**src/core/amc_defines.vh**
```
// Register map, field positions and reset values for the mode port
`ifndef AMC_DEFINES_VH
`define AMC_DEFINES_VH

// Register addresses
`define AMC_ADDR_SOFT_RESET   7'h00
`define AMC_ADDR_POWER_DOWN   7'h01
`define AMC_ADDR_CLK_TIMING   7'h02
`define AMC_ADDR_DRIVER_MODE  7'h03

// Reset value of every mode register
`define AMC_REG_RESET         8'h00

// Field positions
`define AMC_SOFT_RESET_BIT    7
`define AMC_PWR_MSB           1
`define AMC_PWR_LSB           0
`define AMC_CLK_INV_BIT       3
`define AMC_CLK_PHASE_MSB     2
`define AMC_CLK_PHASE_LSB     1
`define AMC_DCS_BIT           0
`define AMC_CUR_MSB           6
`define AMC_CUR_LSB           4
`define AMC_TERM_BIT          3
`define AMC_OUT_OFF_BIT       2
`define AMC_FMT_MSB           1
`define AMC_FMT_LSB           0

// Power codes
`define AMC_PWR_NORMAL        2'h0
`define AMC_PWR_NAP           2'h1
`define AMC_PWR_SLEEP         2'h3

// Output format codes
`define AMC_FMT_CMOS          2'h0
`define AMC_FMT_DDR_LVDS      2'h1
`define AMC_FMT_DDR_CMOS      2'h2

// Drive current code for 3.5 mA
`define AMC_CUR_3P5MA         3'h0

// Frame layout
`define AMC_FRAME_BITS        16
`define AMC_DATA_BITS         8

`endif

```
**src/core/amc_pin_sync.v**
```verilog
// Three-stage synchroniser with agreement filter for one pin
module amc_pin_sync (
  // Clock and reset
  input  wire ref_clk,
  input  wire reset_n,
  // Pin in, filtered level out
  input  wire pin_in,
  input  wire init_level,
  output reg  level_out
);

  reg s1_reg;
  reg s2_reg;
  reg s3_reg;

  always @(posedge ref_clk or negedge reset_n) begin
    if (!reset_n) begin
      s1_reg    <= 1'b0;
      s2_reg    <= 1'b0;
      s3_reg    <= 1'b0;
      level_out <= 1'b0;
    end else begin
      // Stored relative to the idle level so reset means idle
      s1_reg <= pin_in ^ init_level;
      s2_reg <= s1_reg;
      s3_reg <= s2_reg;
      if (s2_reg == s3_reg) begin
        level_out <= s3_reg ^ init_level;
      end
    end
  end

endmodule

```
**src/core/amc_shift_frame.v**
```verilog
// Serial frame shifter: counts rising edges, captures 16 bits
`include "amc_defines.vh"

module amc_shift_frame (
  // Clock and reset
  input  wire        ref_clk,
  input  wire        reset_n,
  // Frame control
  input  wire        frame_active,
  input  wire        sck_rise,
  input  wire        sdi_level,
  // Captured frame
  output reg  [15:0] shift_reg,
  output reg  [4:0]  bit_count_reg
);

  always @(posedge ref_clk or negedge reset_n) begin
    if (!reset_n) begin
      shift_reg     <= 16'h0000;
      bit_count_reg <= 5'h00;
    end else if (!frame_active) begin
      bit_count_reg <= 5'h00;
    end else if (sck_rise && bit_count_reg < 5'd`AMC_FRAME_BITS) begin
      shift_reg     <= {shift_reg[14:0], sdi_level};
      bit_count_reg <= bit_count_reg + 5'h01;
    end
  end

endmodule

```
**src/core/amc_mode_port.v**
```verilog
// Mode configuration port: static pin mode and serial register port
`include "amc_defines.vh"

// What this block does
// RULE1: Interface select high makes pins static levels
// RULE2: Static chip-select level drives duty stabilizer
// RULE3: Static clock pin picks CMOS or LVDS
// RULE4: Static data-in high puts converter asleep
// RULE5: Interface select low enables serial register port
// RULE6: Frame by chip-select; first 16 edges only
// RULE7: Host sends flag, address, data, MSB first
// RULE8: Flag low writes data to addressed register
// RULE9: Flag high reads back, register untouched
// RULE10: Data-out is open drain, low or released
// RULE11: Reset bit clears all registers, self-clears
// RULE12: Host issues software reset first
// RULE13: Power code: normal, nap, sleep
// RULE14: Timing bit 3 inverts output clock
// RULE15: Timing bits 2-1 set clock phase delay
// RULE16: Host enables stabilizer with nonzero phase; the testbench also enables it with phase 0
// RULE17: Timing bit 0 enables duty stabilizer
// RULE18: Driver bits 6-4 set LVDS current
// RULE19: Driver bit 3 enables LVDS termination
// RULE20: Driver bit 2 tri-states digital outputs
// RULE21: Driver bits 1-0 select output format
// RULE22: Unused bits have no effect
// RULE23: Read data on last eight clocks
// RULE24: Format code 01 means DDR LVDS
module amc_mode_port (
  // Clock and reset
  input  wire       ref_clk,
  input  wire       reset_n,
  // Mode pins
  input  wire       interface_select,
  input  wire       cs_n,
  input  wire       sck,
  input  wire       sdi,
  // Open-drain serial data-out
  output wire       sdo_out,
  output reg        sdo_oe,
  // Decoded mode controls
  output reg        duty_stabilizer_enable,
  output reg  [1:0] output_format_select,
  output reg  [1:0] power_down_code,
  output reg        out_clock_invert,
  output reg  [1:0] out_clock_phase,
  output reg  [2:0] lvds_drive_current,
  output reg        lvds_termination_enable,
  output reg        outputs_disable,
  output reg        sleep_mode,
  output reg        nap_mode
);

  // ****************************************
  // Pin synchronisers
  // ****************************************
  wire sel_lvl;
  wire cs_lvl;
  wire sck_lvl;
  wire sdi_lvl;
  wire [3:0] pins_raw;
  wire [3:0] pins_lvl;
  // Idle levels: chip-select rests high, the rest low
  wire [3:0] pins_idle;
  assign pins_idle = 4'h4;

  assign pins_raw = {interface_select, cs_n, sck, sdi};
  assign sel_lvl  = pins_lvl[3];
  assign cs_lvl   = pins_lvl[2];
  assign sck_lvl  = pins_lvl[1];
  assign sdi_lvl  = pins_lvl[0];

  genvar gi;
  generate
    for (gi = 0; gi < 4; gi = gi + 1) begin : g_sync
      amc_pin_sync u_sync (
        .ref_clk    (ref_clk),
        .reset_n    (reset_n),
        .pin_in     (pins_raw[gi]),
        .init_level (pins_idle[gi]),
        .level_out  (pins_lvl[gi])
      );
    end
  endgenerate

  // ****************************************
  // Edge detection on filtered levels
  // ****************************************
  reg sck_prev_reg;
  reg cs_prev_reg;

  always @(posedge ref_clk or negedge reset_n) begin
    if (!reset_n) begin
      sck_prev_reg <= 1'b0;
      cs_prev_reg  <= 1'b1;
    end else begin
      sck_prev_reg <= sck_lvl;
      cs_prev_reg  <= cs_lvl;
    end
  end

  wire serial_mode;
  wire frame_active;
  wire sck_rise;
  wire sck_fall;
  wire cs_rise;

  assign serial_mode  = ~sel_lvl; // RULE5
  assign frame_active = serial_mode & ~cs_lvl; // RULE6
  assign sck_rise     = sck_lvl & ~sck_prev_reg;
  assign sck_fall     = ~sck_lvl & sck_prev_reg;
  assign cs_rise      = cs_lvl & ~cs_prev_reg;

  // ****************************************
  // Frame shifter
  // ****************************************
  wire [15:0] shift_val;
  wire [4:0]  bit_count;

  amc_shift_frame u_shift (
    .ref_clk       (ref_clk),
    .reset_n       (reset_n),
    .frame_active  (frame_active),
    .sck_rise      (sck_rise),
    .sdi_level     (sdi_lvl),
    .shift_reg     (shift_val),
    .bit_count_reg (bit_count)
  );

  // Header fields after the first eight bits
  wire       rw_flag;
  wire [6:0] addr_val;
  assign rw_flag  = shift_val[7];
  assign addr_val = shift_val[6:0];

  // Frame completes on the sixteenth edge
  reg frame_done_reg;
  always @(posedge ref_clk or negedge reset_n) begin
    if (!reset_n) begin
      frame_done_reg <= 1'b0;
    end else begin
      frame_done_reg <= frame_active & sck_rise &
                        (bit_count == 5'd15); // RULE6
    end
  end

  // ****************************************
  // Mode registers
  // ****************************************
  reg [7:0] soft_reset_reg;
  reg [7:0] power_down_reg;
  reg [7:0] output_clock_timing_reg;
  reg [7:0] output_driver_mode_reg;

  wire wr_en;
  wire soft_rst;
  assign wr_en    = frame_done_reg & frame_active & ~shift_val[15]; // RULE8
  assign soft_rst = soft_reset_reg[`AMC_SOFT_RESET_BIT];

  always @(posedge ref_clk or negedge reset_n) begin
    if (!reset_n) begin
      soft_reset_reg          <= `AMC_REG_RESET;
      power_down_reg          <= `AMC_REG_RESET;
      output_clock_timing_reg <= `AMC_REG_RESET;
      output_driver_mode_reg  <= `AMC_REG_RESET;
    end else if (soft_rst) begin
      soft_reset_reg          <= `AMC_REG_RESET; // RULE11
      power_down_reg          <= `AMC_REG_RESET;
      output_clock_timing_reg <= `AMC_REG_RESET;
      output_driver_mode_reg  <= `AMC_REG_RESET;
    end else if (wr_en) begin
      case (shift_val[14:8])
        `AMC_ADDR_SOFT_RESET:  soft_reset_reg <= shift_val[7:0];
        `AMC_ADDR_POWER_DOWN:  power_down_reg <= shift_val[7:0];
        `AMC_ADDR_CLK_TIMING:  output_clock_timing_reg <= shift_val[7:0];
        `AMC_ADDR_DRIVER_MODE: output_driver_mode_reg <= shift_val[7:0];
        default: soft_reset_reg <= soft_reset_reg;
      endcase
    end
  end

  // ****************************************
  // Read-back path
  // ****************************************
  reg [7:0] rd_mux;
  always @* begin
    case (addr_val)
      `AMC_ADDR_SOFT_RESET:  rd_mux = soft_reset_reg;
      `AMC_ADDR_POWER_DOWN:  rd_mux = power_down_reg;
      `AMC_ADDR_CLK_TIMING:  rd_mux = output_clock_timing_reg;
      `AMC_ADDR_DRIVER_MODE: rd_mux = output_driver_mode_reg;
      default:               rd_mux = 8'h00;
    endcase
  end

  reg [7:0] rd_shift_reg;
  reg       rd_active_reg;

  // Load after eighth edge, shift on the next seven falling edges
  always @(posedge ref_clk or negedge reset_n) begin
    if (!reset_n) begin
      rd_shift_reg  <= 8'h00;
      rd_active_reg <= 1'b0;
    end else if (!frame_active || cs_rise) begin
      rd_active_reg <= 1'b0; // RULE23
    end else if (bit_count == 5'd8 && !rd_active_reg &&
                 rw_flag && sck_fall) begin
      rd_shift_reg  <= rd_mux; // RULE9
      rd_active_reg <= 1'b1;
    end else if (rd_active_reg && sck_fall &&
                 bit_count > 5'd8 && bit_count < 5'd16) begin
      rd_shift_reg  <= {rd_shift_reg[6:0], 1'b0}; // RULE23
    end else if (rd_active_reg && sck_fall && bit_count == 5'd16) begin
      rd_active_reg <= 1'b0;
    end
  end

  // Open drain: only ever pulls low
  assign sdo_out = 1'b0; // RULE10
  always @(posedge ref_clk or negedge reset_n) begin
    if (!reset_n) begin
      sdo_oe <= 1'b0;
    end else begin
      sdo_oe <= rd_active_reg & ~rd_shift_reg[7]; // RULE10
    end
  end

  // ****************************************
  // Mode decode
  // ****************************************
  wire [1:0] pwr_code;
  wire [1:0] fmt_code;
  assign pwr_code = power_down_reg[`AMC_PWR_MSB:`AMC_PWR_LSB];
  assign fmt_code = output_driver_mode_reg[`AMC_FMT_MSB:`AMC_FMT_LSB];

  always @(posedge ref_clk or negedge reset_n) begin
    if (!reset_n) begin
      duty_stabilizer_enable  <= 1'b0;
      output_format_select    <= `AMC_FMT_CMOS;
      power_down_code         <= `AMC_PWR_NORMAL;
      out_clock_invert        <= 1'b0;
      out_clock_phase         <= 2'h0;
      lvds_drive_current      <= `AMC_CUR_3P5MA;
      lvds_termination_enable <= 1'b0;
      outputs_disable         <= 1'b0;
      sleep_mode              <= 1'b0;
      nap_mode                <= 1'b0;
    end else if (sel_lvl) begin
      // Static pin mode
      duty_stabilizer_enable  <= cs_lvl; // RULE1 RULE2
      output_format_select    <= sck_lvl ? `AMC_FMT_DDR_LVDS
                                         : `AMC_FMT_CMOS; // RULE3
      lvds_drive_current      <= `AMC_CUR_3P5MA; // RULE3
      lvds_termination_enable <= 1'b0; // RULE3
      power_down_code         <= sdi_lvl ? `AMC_PWR_SLEEP
                                         : `AMC_PWR_NORMAL; // RULE4
      sleep_mode              <= sdi_lvl; // RULE4
      nap_mode                <= 1'b0;
      out_clock_invert        <= 1'b0;
      out_clock_phase         <= 2'h0;
      outputs_disable         <= 1'b0;
    end else begin
      // Serial mode: only documented bits are decoded
      duty_stabilizer_enable  <= output_clock_timing_reg[`AMC_DCS_BIT]; // RULE17
      out_clock_invert        <= output_clock_timing_reg[`AMC_CLK_INV_BIT]; // RULE14
      out_clock_phase         <= output_clock_timing_reg
                                 [`AMC_CLK_PHASE_MSB:`AMC_CLK_PHASE_LSB]; // RULE15
      power_down_code         <= pwr_code; // RULE13
      sleep_mode              <= (pwr_code == `AMC_PWR_SLEEP); // RULE13
      nap_mode                <= (pwr_code == `AMC_PWR_NAP); // RULE13
      lvds_drive_current      <= output_driver_mode_reg
                                 [`AMC_CUR_MSB:`AMC_CUR_LSB]; // RULE18
      lvds_termination_enable <= output_driver_mode_reg[`AMC_TERM_BIT]; // RULE19
      outputs_disable         <= output_driver_mode_reg[`AMC_OUT_OFF_BIT]; // RULE20
      output_format_select    <= fmt_code; // RULE21 RULE24
    end
  end
  // Unused bits are stored but never decoded. RULE22

endmodule

```
**config.mk**
```make
export PLATFORM = sky130hd
export DESIGN_NAME = amc_mode_port
export DESIGN_NICKNAME = d
export VERILOG_FILES = /design/src/core/amc_pin_sync.v /design/src/core/amc_shift_frame.v /design/src/core/amc_mode_port.v
export VERILOG_INCLUDE_DIRS = /design/src /design/src/core
export SDC_FILE = /design/constraint.sdc
export NUM_CORES = 1
export LEC_CHECK = 0
export ABC_AREA = 1
export BUFFER_PORTS_ARGS = -buffer_cell sky130_fd_sc_hd__buf_4
export CORE_ASPECT_RATIO = 2
export CORE_MARGIN = 2
export CORE_UTILIZATION = 55
export CTS_BUF_LIST = sky130_fd_sc_hd__clkbuf_8
export DETAILED_ROUTE_END_ITERATION = 6
export GPL_ROUTABILITY_DRIVEN = 0
export GPL_TIMING_DRIVEN = 0
export PLACE_DENSITY_LB_ADDON = 0.12
export SLEW_MARGIN = 10
export SYNTH_ARGS = -nofsm -noshare
export SYNTH_HDL_FRONTEND = slang
export SYNTH_SLANG_ARGS = --single-unit
```
**constraint.sdc**
```tcl
create_clock -name ref_clk -period 1.8 [get_ports ref_clk]
set_input_delay 0.09 -clock ref_clk [delete_from_list [all_inputs] [get_ports ref_clk]]
set_output_delay 0.09 -clock ref_clk [all_outputs]
set_load 0.01 [all_outputs]
```
==> results.json, run 1 <==
{
  "outcome": "completed",
  "yosysTopAreaCell": "dfrtp_1",
  "wl_um": 8800,
  "vias": 2944,
  "die_x_um": 65.0,
  "overflow": 0,
  "dp_cells": 531,
  "min_path_type": "reg2reg",
  "end_kind": "flop",
  "syn2layout_area_growth_pct": 14.8,
  "fin_area_um2": 4700,
  "initial_core_util_pct": 56.8,
  "ys_ff_latch": 96,
  "rr_startpoint": "u_shift.bit_count_reg[0]",
  "tightest_slew_ns": 0.841,
  "synth_top_family_by_area": "simple AND/OR/NAND/NOR gates",
  "crit_fanout": 5,
  "coreArea_um2": 7210,
  "timing.fmax_ghz": 0.583,
  "finalMaxSlewViolations": 0,
  "ys_top_cells_by_area": "dfrtp_1 59%, nand2_1 9.0%, nand3_1 5.5%",
  "synthAdderAreaFrac_pct": 1.65,
  "p_total_w": 0.00465,
  "min_from": "g_sync[0].u_sync.s1_reg",
  "detail_route.iter0.violations": 280,
  "crit_arrival_ns": 2.02,
  "slew_headroom_pct": 43.9,
  "yosysTopAreaCellShare_pct": 58.7,
  "grt_usage_pct": 24.5,
  "post-route-period-util_pct": 95.3,
  "synthArstFlopShare_pct": 100,
  "syn_inst": 418,
  "synth-simple-area-share_pct": 22.0,
  "ys.flop_type": "dfrtp_1",
  "drtPass1Iterations": 4,
  "hold_viol": 0,
  "fin_cells": 555,
  "port_buffers": 21,
  "r2r_cells": 9,
  "synth_edf_count": 0,
  "die_y_um": 126,
  "htreeDepth": 3,
  "startpoint_type": "flop",
  "numCtsBuffers": 9,
  "p_leak_nw": 2.22,
  "clock_tree.root_cell": "clkbuf_8",
  "powerDensity_nw_per_um2": 989,
  "fillers": 591,
  "grt_start_max_net_pins": 97,
  "setup_violations": 0,
  "synth_seq_area_share_pct": 58.7,
  "whs_endpoint": "g_sync[0].u_sync.s2_reg",
  "skew_ns": 0.00673,
  "num_rows": 44,
  "synth.net_count": 427,
  "placed_area_um2": 4370,
  "cap_violations": 0,
  "synth-xor-area-share_pct": 0.214,
  "synth_compound_area_share_pct": 11.9,
  "syn_area_per_cell_um2": 9.79,
  "final.setup.tns_ns": 0,
  "largest_reg_flops": 16,
  "synth_commonest_cells": "98 x nand2_1, 96 x dfrtp_1, 45 x nand3_1",
  "dp_hpwl_um": 6340,
  "pin_count": 23,
  "first_global_vias": 3018,
  "synth_cell_types": 32,
  "drive_gt1_share_pct": 23.1,
  "clk_pin_slew_ns": 0.09,
  "r2r_setup_slack_ns": 0.09,
  "grt_pass1_wl_um": 14800,
  "synthMuxAreaShare_pct": 0,
  "path_class": "reg2reg",
  "cts_tree": "yes",
  "die_area_um2": 8190,
  "nets": 467,
  "fin_crit_ns": 1.71,
  "drc": 0,
  "r2r_end": "rd_shift_reg[7]",
  "critPathRequiredTime_ns": 2.11,
  "antenna_found_initial": 0,
  "viasPerCell": 5.30,
  "antenna_left": 0,
  "yosysMostFrequentCell": "nand2_1",
  "wl_per_cell_um": 15.9,
  "hold_path_depth": 0,
  "netlist_area_um2": 4090,
  "ir_drop_uv": 710,
  "clkSinkCount": 96,
  "clock_latency_ns": 0.37,
  "antenna_cells": 0,
  "clk_path_buf_depth": 2,
  "yosysWarningCount": 0
}
-- worst max-delay path: stages (launching register included) --
cell,delay (ns)
dfrtp_1,0.41
inv_1,0.11
ha_1,0.18
nand3_1,0.08
nor2_1,0.12
nand2_2,0.14
nor3_4,0.22
buf_4,0.17
nand2_1,0.12
nand3_1,0.10
-- area by class of cell --
class	instances	area, µm²	share of cell area [%]
plain buffers	12	97.6	2.08
clock inverters	7	119	2.53
flip-flops and latches	96	2400	51.1
repair buffers	29	234	4.98
multi-input cells	277	1490	31.6
inverters	33	124	2.64
well taps	92	115	2.45
clock buffers	9	124	2.64
-- how the worst max path moves through the flow --
stage / to / slack (ns) / startpoint
6_report: rd_shift_reg[7] / 0.09 / u_shift.bit_count_reg[0]
5_1_grt: rd_shift_reg[7] / -0.01 / u_shift.bit_count_reg[0]
4_1_cts: rd_shift_reg[6] / 0.006 / u_shift.bit_count_reg[0]
3_5_place_dp: rd_shift_reg[6] / 0.03 / u_shift.bit_count_reg[0]
3_3_place_gp: rd_shift_reg[6] / 0.10 / u_shift.bit_count_reg[0]
2_1_floorplan: rd_shift_reg[2] / 0.39 / u_shift.bit_count_reg[0]
-- power by group --
| part | leakage (nW) | total [W] | switching, W | internal [W] |
|---|---|---|---|---|
| registers | 1.29 | 0.00231 | 0.0000718 | 0.00224 |
| clock network | 0.116 | 0.00167 | 0.000750 | 0.000924 |
| logic | 0.809 | 0.000667 | 0.000495 | 0.000172 |
| total | 2.22 | 0.00465 | 0.00132 | 0.00333 |
-- metal layers --
metal  global-route usage [%]  vias up  share of wire (%)
met4                     13.9        0                5.2
met2                     42.2       50                 54
met1                     27.1     1426                 38
met5                        0        -                  0
li1                         -     1445                  -
met3                     5.27       23                2.3
-- layout by cell type, fill, tap and decap left out --
master,instances
clkinv_2,1
nor2_8,1
nand2_4,1
a21oi_4,2
o21ai_0,12
nor3_1,1
ha_1,3
dfrtp_1,96
o31ai_1,1
dlygate4sd3_1,5
nor3_4,1
inv_6,1
clkinvlp_4,2
nand3_2,1
buf_2,3
buf_4,26
nand2_2,6
bufinv_16,3
nor2_4,6
inv_1,21
nand3_1,45
a21oi_2,1
nor2_1,22
maj3_1,3
nand4_1,2
clkbuf_1,1
a21oi_1,8
o21ai_1,36
o21ai_2,19
nand2_1,97
nand3b_4,1
xnor2_1,1
nor2_2,6
clkbuf_8,9
inv_2,11
clkinv_1,1
buf_6,6
conb_1,1
-- cells by family (layout without fill, tap and decap cells) --
family          after synthesis  in the layout
compound gates               79             79
simple gates                190            190
xor+xnor                      1              1
fa+ha+maj                     6              6
other cells                   1              1
flops                        96             96
buf+inv                      45             90
-- repair_timing --
item                                   in CTS  in global routing
hold buffers                                5                  0
setup endpoints to repair                   0                  6
setup buffers                               0                  3
gates resized for setup                     0                  4
endpoints found under the hold margin     100                  0
-- metrics by stage --
step | util [%] | hold WS [ns] | setup slack, ns
CTS | 64.6 | 0.334 | 0.00608
detailed placement | 60.5 | 0.200 | 0.0346
global route | 65.2 | 0.348 | -0.0148
finish | 65.2 | 0.353 | 0.0854
floorplan | - | -0.206 | 0.391
global placement | 60.5 | 0.199 | 0.104
Power figures use the tool's default switching activity.
==> run 2, diff against run 1 <==
- ABC_AREA: 1 -> unset
==> results.json, run 2 <==
{
  "outcome": "finished with violations",
  "violations": "setup timing",
  "use_met2_pct": 36.3,
  "yosysMostFrequentCell": "dfrtp_1",
  "nets": 368,
  "holdWs_ns": 0.339,
  "tightest_slew_ns": 0.864,
  "utilization_pct": 69.9,
  "antenna_found_initial": 0,
  "die_area_um2": 7980,
  "startpoint_type": "flop",
  "cts_tree": "yes",
  "yosysWarningCount": 0,
  "yosysTopAreaCellShare_pct": 60.3,
  "drtPass1Iterations": 4,
  "switching_power_w": 0.00108,
  "grt_start_max_net_pins": 97,
  "grt_pass1_wl_um": 13100,
  "synthArstFlopShare_pct": 100,
  "antenna_cells": 0,
  "use_met1_pct": 27.2,
  "fin_area_um2": 4890,
  "clock_latency_ns": 0.36,
  "hold_viol": 0,
  "clkSinkCount": 96,
  "rsz0062_at_grt": "true",
  "end_kind": "flop",
  "detail_route.iter0.violations": 104,
  "die_y_um": 124,
  "ys.flop_type": "dfrtp_1",
  "overflow": 0,
  "largest_reg_flops": 16,
  "cap_violations": 0,
  "netlist_area_um2": 3990,
  "post-route-period-util_pct": 111,
  "clk_path_buf_depth": 2,
  "synth_seq_area_share_pct": 60.3,
  "ys_top_cells_by_area": "dfrtp_1 60%, mux2i_1 7.8%, mux2_2 5.1%",
  "p_total_w": 0.00438,
  "htreeDepth": 3,
  "fin_ws_ns": -0.192,
  "placed_area_um2": 4310,
  "crit_fanout": 8,
  "p_leak_nw": 2.30,
  "fillers": 521,
  "ir_drop_uv": 690,
  "die_x_um": 64.2,
  "use_met3_pct": 4.61,
  "yosysTopAreaCell": "dfrtp_1",
  "pwr-share-comb_pct": 11.6,
  "num_rows": 43,
  "final_common_cell": "dfrtp_1",
  "first_global_vias": 2556,
  "ys_ff_latch": 96,
  "grt_usage_pct": 21.9,
  "powerDensity_nw_per_um2": 896,
  "syn_area_per_cell_um2": 13.3,
  "synth_commonest_cells": "96 x dfrtp_1, 40 x nor2_1, 31 x mux2i_1",
  "slew_headroom_pct": 42.4,
  "crit_arrival_ns": 2.22,
  "drive_gt1_share_pct": 33.2,
  "finalMaxSlewViolations": 0,
  "syn_inst": 299,
  "pin_count": 23,
  "syn2layout_area_growth_pct": 22.7,
  "coreArea_um2": 6990,
  "clk_pin_slew_ns": 0.08,
  "viasPerCell": 5.44,
  "drc": 0,
  "critPathRequiredTime_ns": 2.03,
  "initial_core_util_pct": 57.0,
  "synth_edf_count": 0,
  "dp_hpwl_um": 4930,
  "timing.fmax_ghz": 0.502,
  "mostFrequentLayoutCells": "92 x dfrtp_1, 41 x buf_4, 38 x nor2_1",
  "synth_cell_types": 43,
  "wl_per_cell_um": 17.3,
  "min_path_type": "in2async",
  "numCtsBuffers": 9,
  "path_class": "reg2reg",
  "synth.net_count": 308,
  "seqPwrFrac_pct": 54.2,
  "vias": 2471,
  "antenna_left": 0,
  "top_usage_layer": "met2",
  "p_int_w": 0.00330,
  "wl_um": 7860,
  "clockPowerShare_pct": 34.2,
  "setup_violations": 32,
  "port_buffers": 21,
  "switching_share_pct": 24.6,
  "skew_ns": 0.00548,
  "clock_tree.root_cell": "clkbuf_8",
  "fin_crit_ns": 1.99
}
==> run 2: cell types whose count changed after synthesis, moves of 10 or more <==
cell      change
o21ai_2      -17
mux2i_1      +31
mux2_2       +18
inv_1        -10
nand2_1      -91
clkbuf_1     +11
nand3_1      -39
o21ai_1      -38
inv_2        -11
nor2b_1      +10
nor2_1       +18
==> run 2: layout make-up <==
cell class              count  area [µm²]  share of cell area (%)
flip-flops and latches     96        2410                    49.2
multi-input cells         176        1570                    32.1
repair buffers             53         467                    9.55
clock buffers              10         138                    2.82
well taps                  90         113                    2.30
plain buffers              12        78.8                    1.61
clock inverters             6        76.3                    1.56
inverters                  11        41.3                   0.845
==> run 2: metrics by stage <==
stage | TNS [ns] | cells | worst slack, ns
after global routing | -7.08 | 454 | -0.266
after floorplan | -4.17 | 299 | -0.173
after detailed placement | -19.42 | 410 | -0.489
after global placement | -19.06 | 410 | -0.488
final | -4.52 | 454 | -0.192
after CTS | -4.44 | 447 | -0.170
==> run 2: critical path, stage by stage (launching register included) <==
cell,delay (ns)
dfrtp_1,0.40
or4_4,0.53
or4_4,0.55
buf_12,0.17
mux2i_1,0.15
nor2_1,0.05
==> run 2: timing repair <==
action	4_1_cts	5_1_grt
endpoints found under the setup margin	56	41
pin swaps	9	6
hold buffers	5	0
resized for setup	14	12
cloned	0	0
hold endpoints to repair	18	0
buffers inserted	19	8
==> run 2: power groups by stage <==
stage / clock network, W / registers (W) / logic, W
2_1_floorplan: 0 / 0.00236 / 0.000283
3_3_place_gp: 0 / 0.00239 / 0.000422
3_5_place_dp: 0 / 0.00240 / 0.000425
4_1_cts: 0.00153 / 0.00238 / 0.000451
5_1_grt: 0.00162 / 0.00239 / 0.000551
6_report: 0.00150 / 0.00237 / 0.000509
==> run 2: worst paths after layout <==
| kind | from | endpoint | slack [ns] | depth (start not counted) |
|---|---|---|---|---|
| hold reg to reg | g_sync[3].u_sync.s1_reg | g_sync[3].u_sync.s2_reg | 0.35 | 0 |
| min in group ref_clk | g_sync[3].u_sync.s1_reg | g_sync[3].u_sync.s2_reg | 0.35 | 0 |
| setup reg to reg | u_shift.shift_reg[12] | soft_reset_reg[6] | -0.19 | 5 |
| max in group asynchronous | reset_n | u_shift.shift_reg[3] | 0.79 | 2 |
| setup / recovery | u_shift.shift_reg[12] | soft_reset_reg[6] | -0.19 | 5 |
| hold / removal | reset_n | u_shift.bit_count_reg[2] | 0.34 | 2 |
==> run 2: cells by family after synthesis <==
| logic type | share of synthesized area (%) |
|---|---|
| compound gates | 2.70 |
| xor+xnor | 0.659 |
| fa+ha+maj | 1.70 |
| buf+inv | 2.86 |
| flops | 60.3 |
| mux | 18.0 |
| other cells | 0.0941 |
| simple gates | 13.8 |
==> run 2: per-layer routing <==
layer	vias up	share of wire, %
li1	1157	-
met1	1270	41
met2	29	55
met3	15	2.1
met4	0	2.6
met5	-	0
==> run 3, diff against run 2 <==
- clock period: 1.8 -> 2.4 ns (I/O delays scaled with it)
==> results.json, run 3 (synthesis results as in run 2) <==
{
  "use_met3_pct": 3.79,
  "clockPowerShare_pct": 29.9,
  "fin_area_um2": 4520,
  "overflow": 0,
  "critPathRequiredTime_ns": 2.62,
  "nets": 347,
  "largest_reg_flops": 16,
  "utilization_pct": 64.6,
  "startpoint_type": "flop",
  "drtPass1Iterations": 4,
  "cp_slowest_cell": "nor4_4",
  "num_rows": 43,
  "dp_hpwl_um": 5010,
  "pwr-share-comb_pct": 10.7,
  "setup_violations": 0,
  "clock_tree.root_cell": "clkbuf_8",
  "p_leak_nw": 2.12,
  "rsz0062_at_grt": "false",
  "viasPerCell": 5.42,
  "switching_share_pct": 25.7,
  "crit_arrival_ns": 2.52,
  "htreeDepth": 3,
  "end_kind": "flop",
  "clock_latency_ns": 0.36,
  "powerDensity_nw_per_um2": 656,
  "skew_ns": 0.00782,
  "post-route-period-util_pct": 95.7,
  "numCtsBuffers": 9,
  "seq_area_um2": 2400,
  "min_path_type": "reg2reg",
  "clkSinkCount": 96,
  "ir_drop_uv": 440,
  "seqPwrFrac_pct": 59.4,
  "multi_input_area_um2": 1480,
  "tightest_slew_ns": 0.924,
  "detail_route.iter0.violations": 99,
  "vias": 2335,
  "use_met2_pct": 34.7,
  "grt_start_max_net_pins": 97,
  "antenna_left": 0,
  "switching_power_w": 0.000763,
  "top_usage_layer": "met2",
  "placed_area_um2": 4260,
  "die_x_um": 64.2,
  "pin_count": 23,
  "outcome": "completed",
  "wl_um": 7570,
  "drc": 0,
  "cap_violations": 0,
  "timing.fmax_ghz": 0.435,
  "max_stage_delay_ns": 0.82,
  "p_int_w": 0.00220,
  "final.setup.tns_ns": 0,
  "clk_path_buf_depth": 2,
  "finalMaxSlewViolations": 0,
  "drive_gt1_share_pct": 22.3,
  "grt_pass1_wl_um": 12600,
  "crit_fanout": 8,
  "grt_usage_pct": 21.0,
  "wl_per_cell_um": 17.6,
  "clk_pin_slew_ns": 0.08,
  "slew_headroom_pct": 38.0,
  "antenna_found_initial": 0,
  "path_class": "reg2reg",
  "die_area_um2": 7980,
  "mostFrequentLayoutCells": "96 x dfrtp_1, 39 x nor2_1, 31 x mux2i_1",
  "syn2layout_area_growth_pct": 13.4,
  "coreArea_um2": 6990,
  "use_met1_pct": 26.5,
  "fin_crit_ns": 2.30,
  "initial_core_util_pct": 57.0,
  "cts_tree": "yes",
  "die_y_um": 124,
  "final_common_cell": "dfrtp_1",
  "antenna_cells": 0,
  "first_global_vias": 2464,
  "fillers": 550,
  "port_buffers": 21,
  "path_cells": "or2_2 -> clkbuf_1 -> nor4_4 -> mux2i_1 -> nor2_1",
  "hold_viol": 0
}
-- run 3: worst paths after layout --
check | cells after the start | from | to | slack (ns)
worst max-delay path | 5 | g_sync[2].u_sync.level_out | output_driver_mode_reg[3] | 0.10
worst min-delay path | 0 | g_sync[2].u_sync.s1_reg | g_sync[2].u_sync.s2_reg | 0.35
worst max register to register | 5 | g_sync[2].u_sync.level_out | output_driver_mode_reg[3] | 0.10
worst min register to register | 0 | g_sync[2].u_sync.s1_reg | g_sync[2].u_sync.s2_reg | 0.35
max in group asynchronous | 2 | reset_n | lvds_termination_enable | 1.42
min in group asynchronous | 2 | reset_n | g_sync[1].u_sync.s3_reg | 0.39
-- run 3: timing repair --
action | in CTS | in global routing
endpoints found under the hold margin | 4 | 96
endpoints found under the setup margin | 0 | 33
hold buffers | 4 | 1
buffers inserted | 0 | 2
gates resized for setup | 0 | 3
-- run 3: power groups by stage --
stage	Sequential [W]	Clock (W)	Combinational, W
detailed placement	0.00180	0	0.000314
global placement	0.00179	0	0.000310
floorplan	0.00177	0	0.000207
finish	0.00176	0.000887	0.000318
global route	0.00178	0.000965	0.000351
CTS	0.00176	0.000910	0.000320
-- run 3: final cells by class --
type	instances	share of cell area, %
flip-flops and latches	96	53.2
multi-input cells	176	32.8
repair buffers	28	5.57
clock buffers	10	3.05
well taps	90	2.49
plain buffers	16	1.61
inverters	11	0.914
clock inverters	4	0.360
-- run 3: through the flow --
stage                     hold slack [ns]  worst slack, ns  power (W)  cells
after detailed placement            0.230           0.0355    0.00211    410
after CTS                          0.0295           0.0121    0.00299    428
final                               0.352            0.103    0.00297    431
after floorplan                    -0.176            0.369    0.00198    299
after global routing                0.360           0.0106    0.00309    431
after global placement              0.229           0.0472    0.00210    410
-- run 3: layer usage --
layer / up-vias / routed length (µm)
met5: - / 0
met4: 0 / 196
met3: 13 / 184
met2: 34 / 4060
met1: 1174 / 3140
li1: 1114 / -
-- run 3: critical path: cells and delay by family (launching register included) --
| family | cells | cell delay (ns) |
|---|---|---|
| buf+inv | 1 | 0.23 |
| simple gates | 3 | 1.18 |
| flops | 1 | 0.46 |
| mux | 1 | 0.28 |
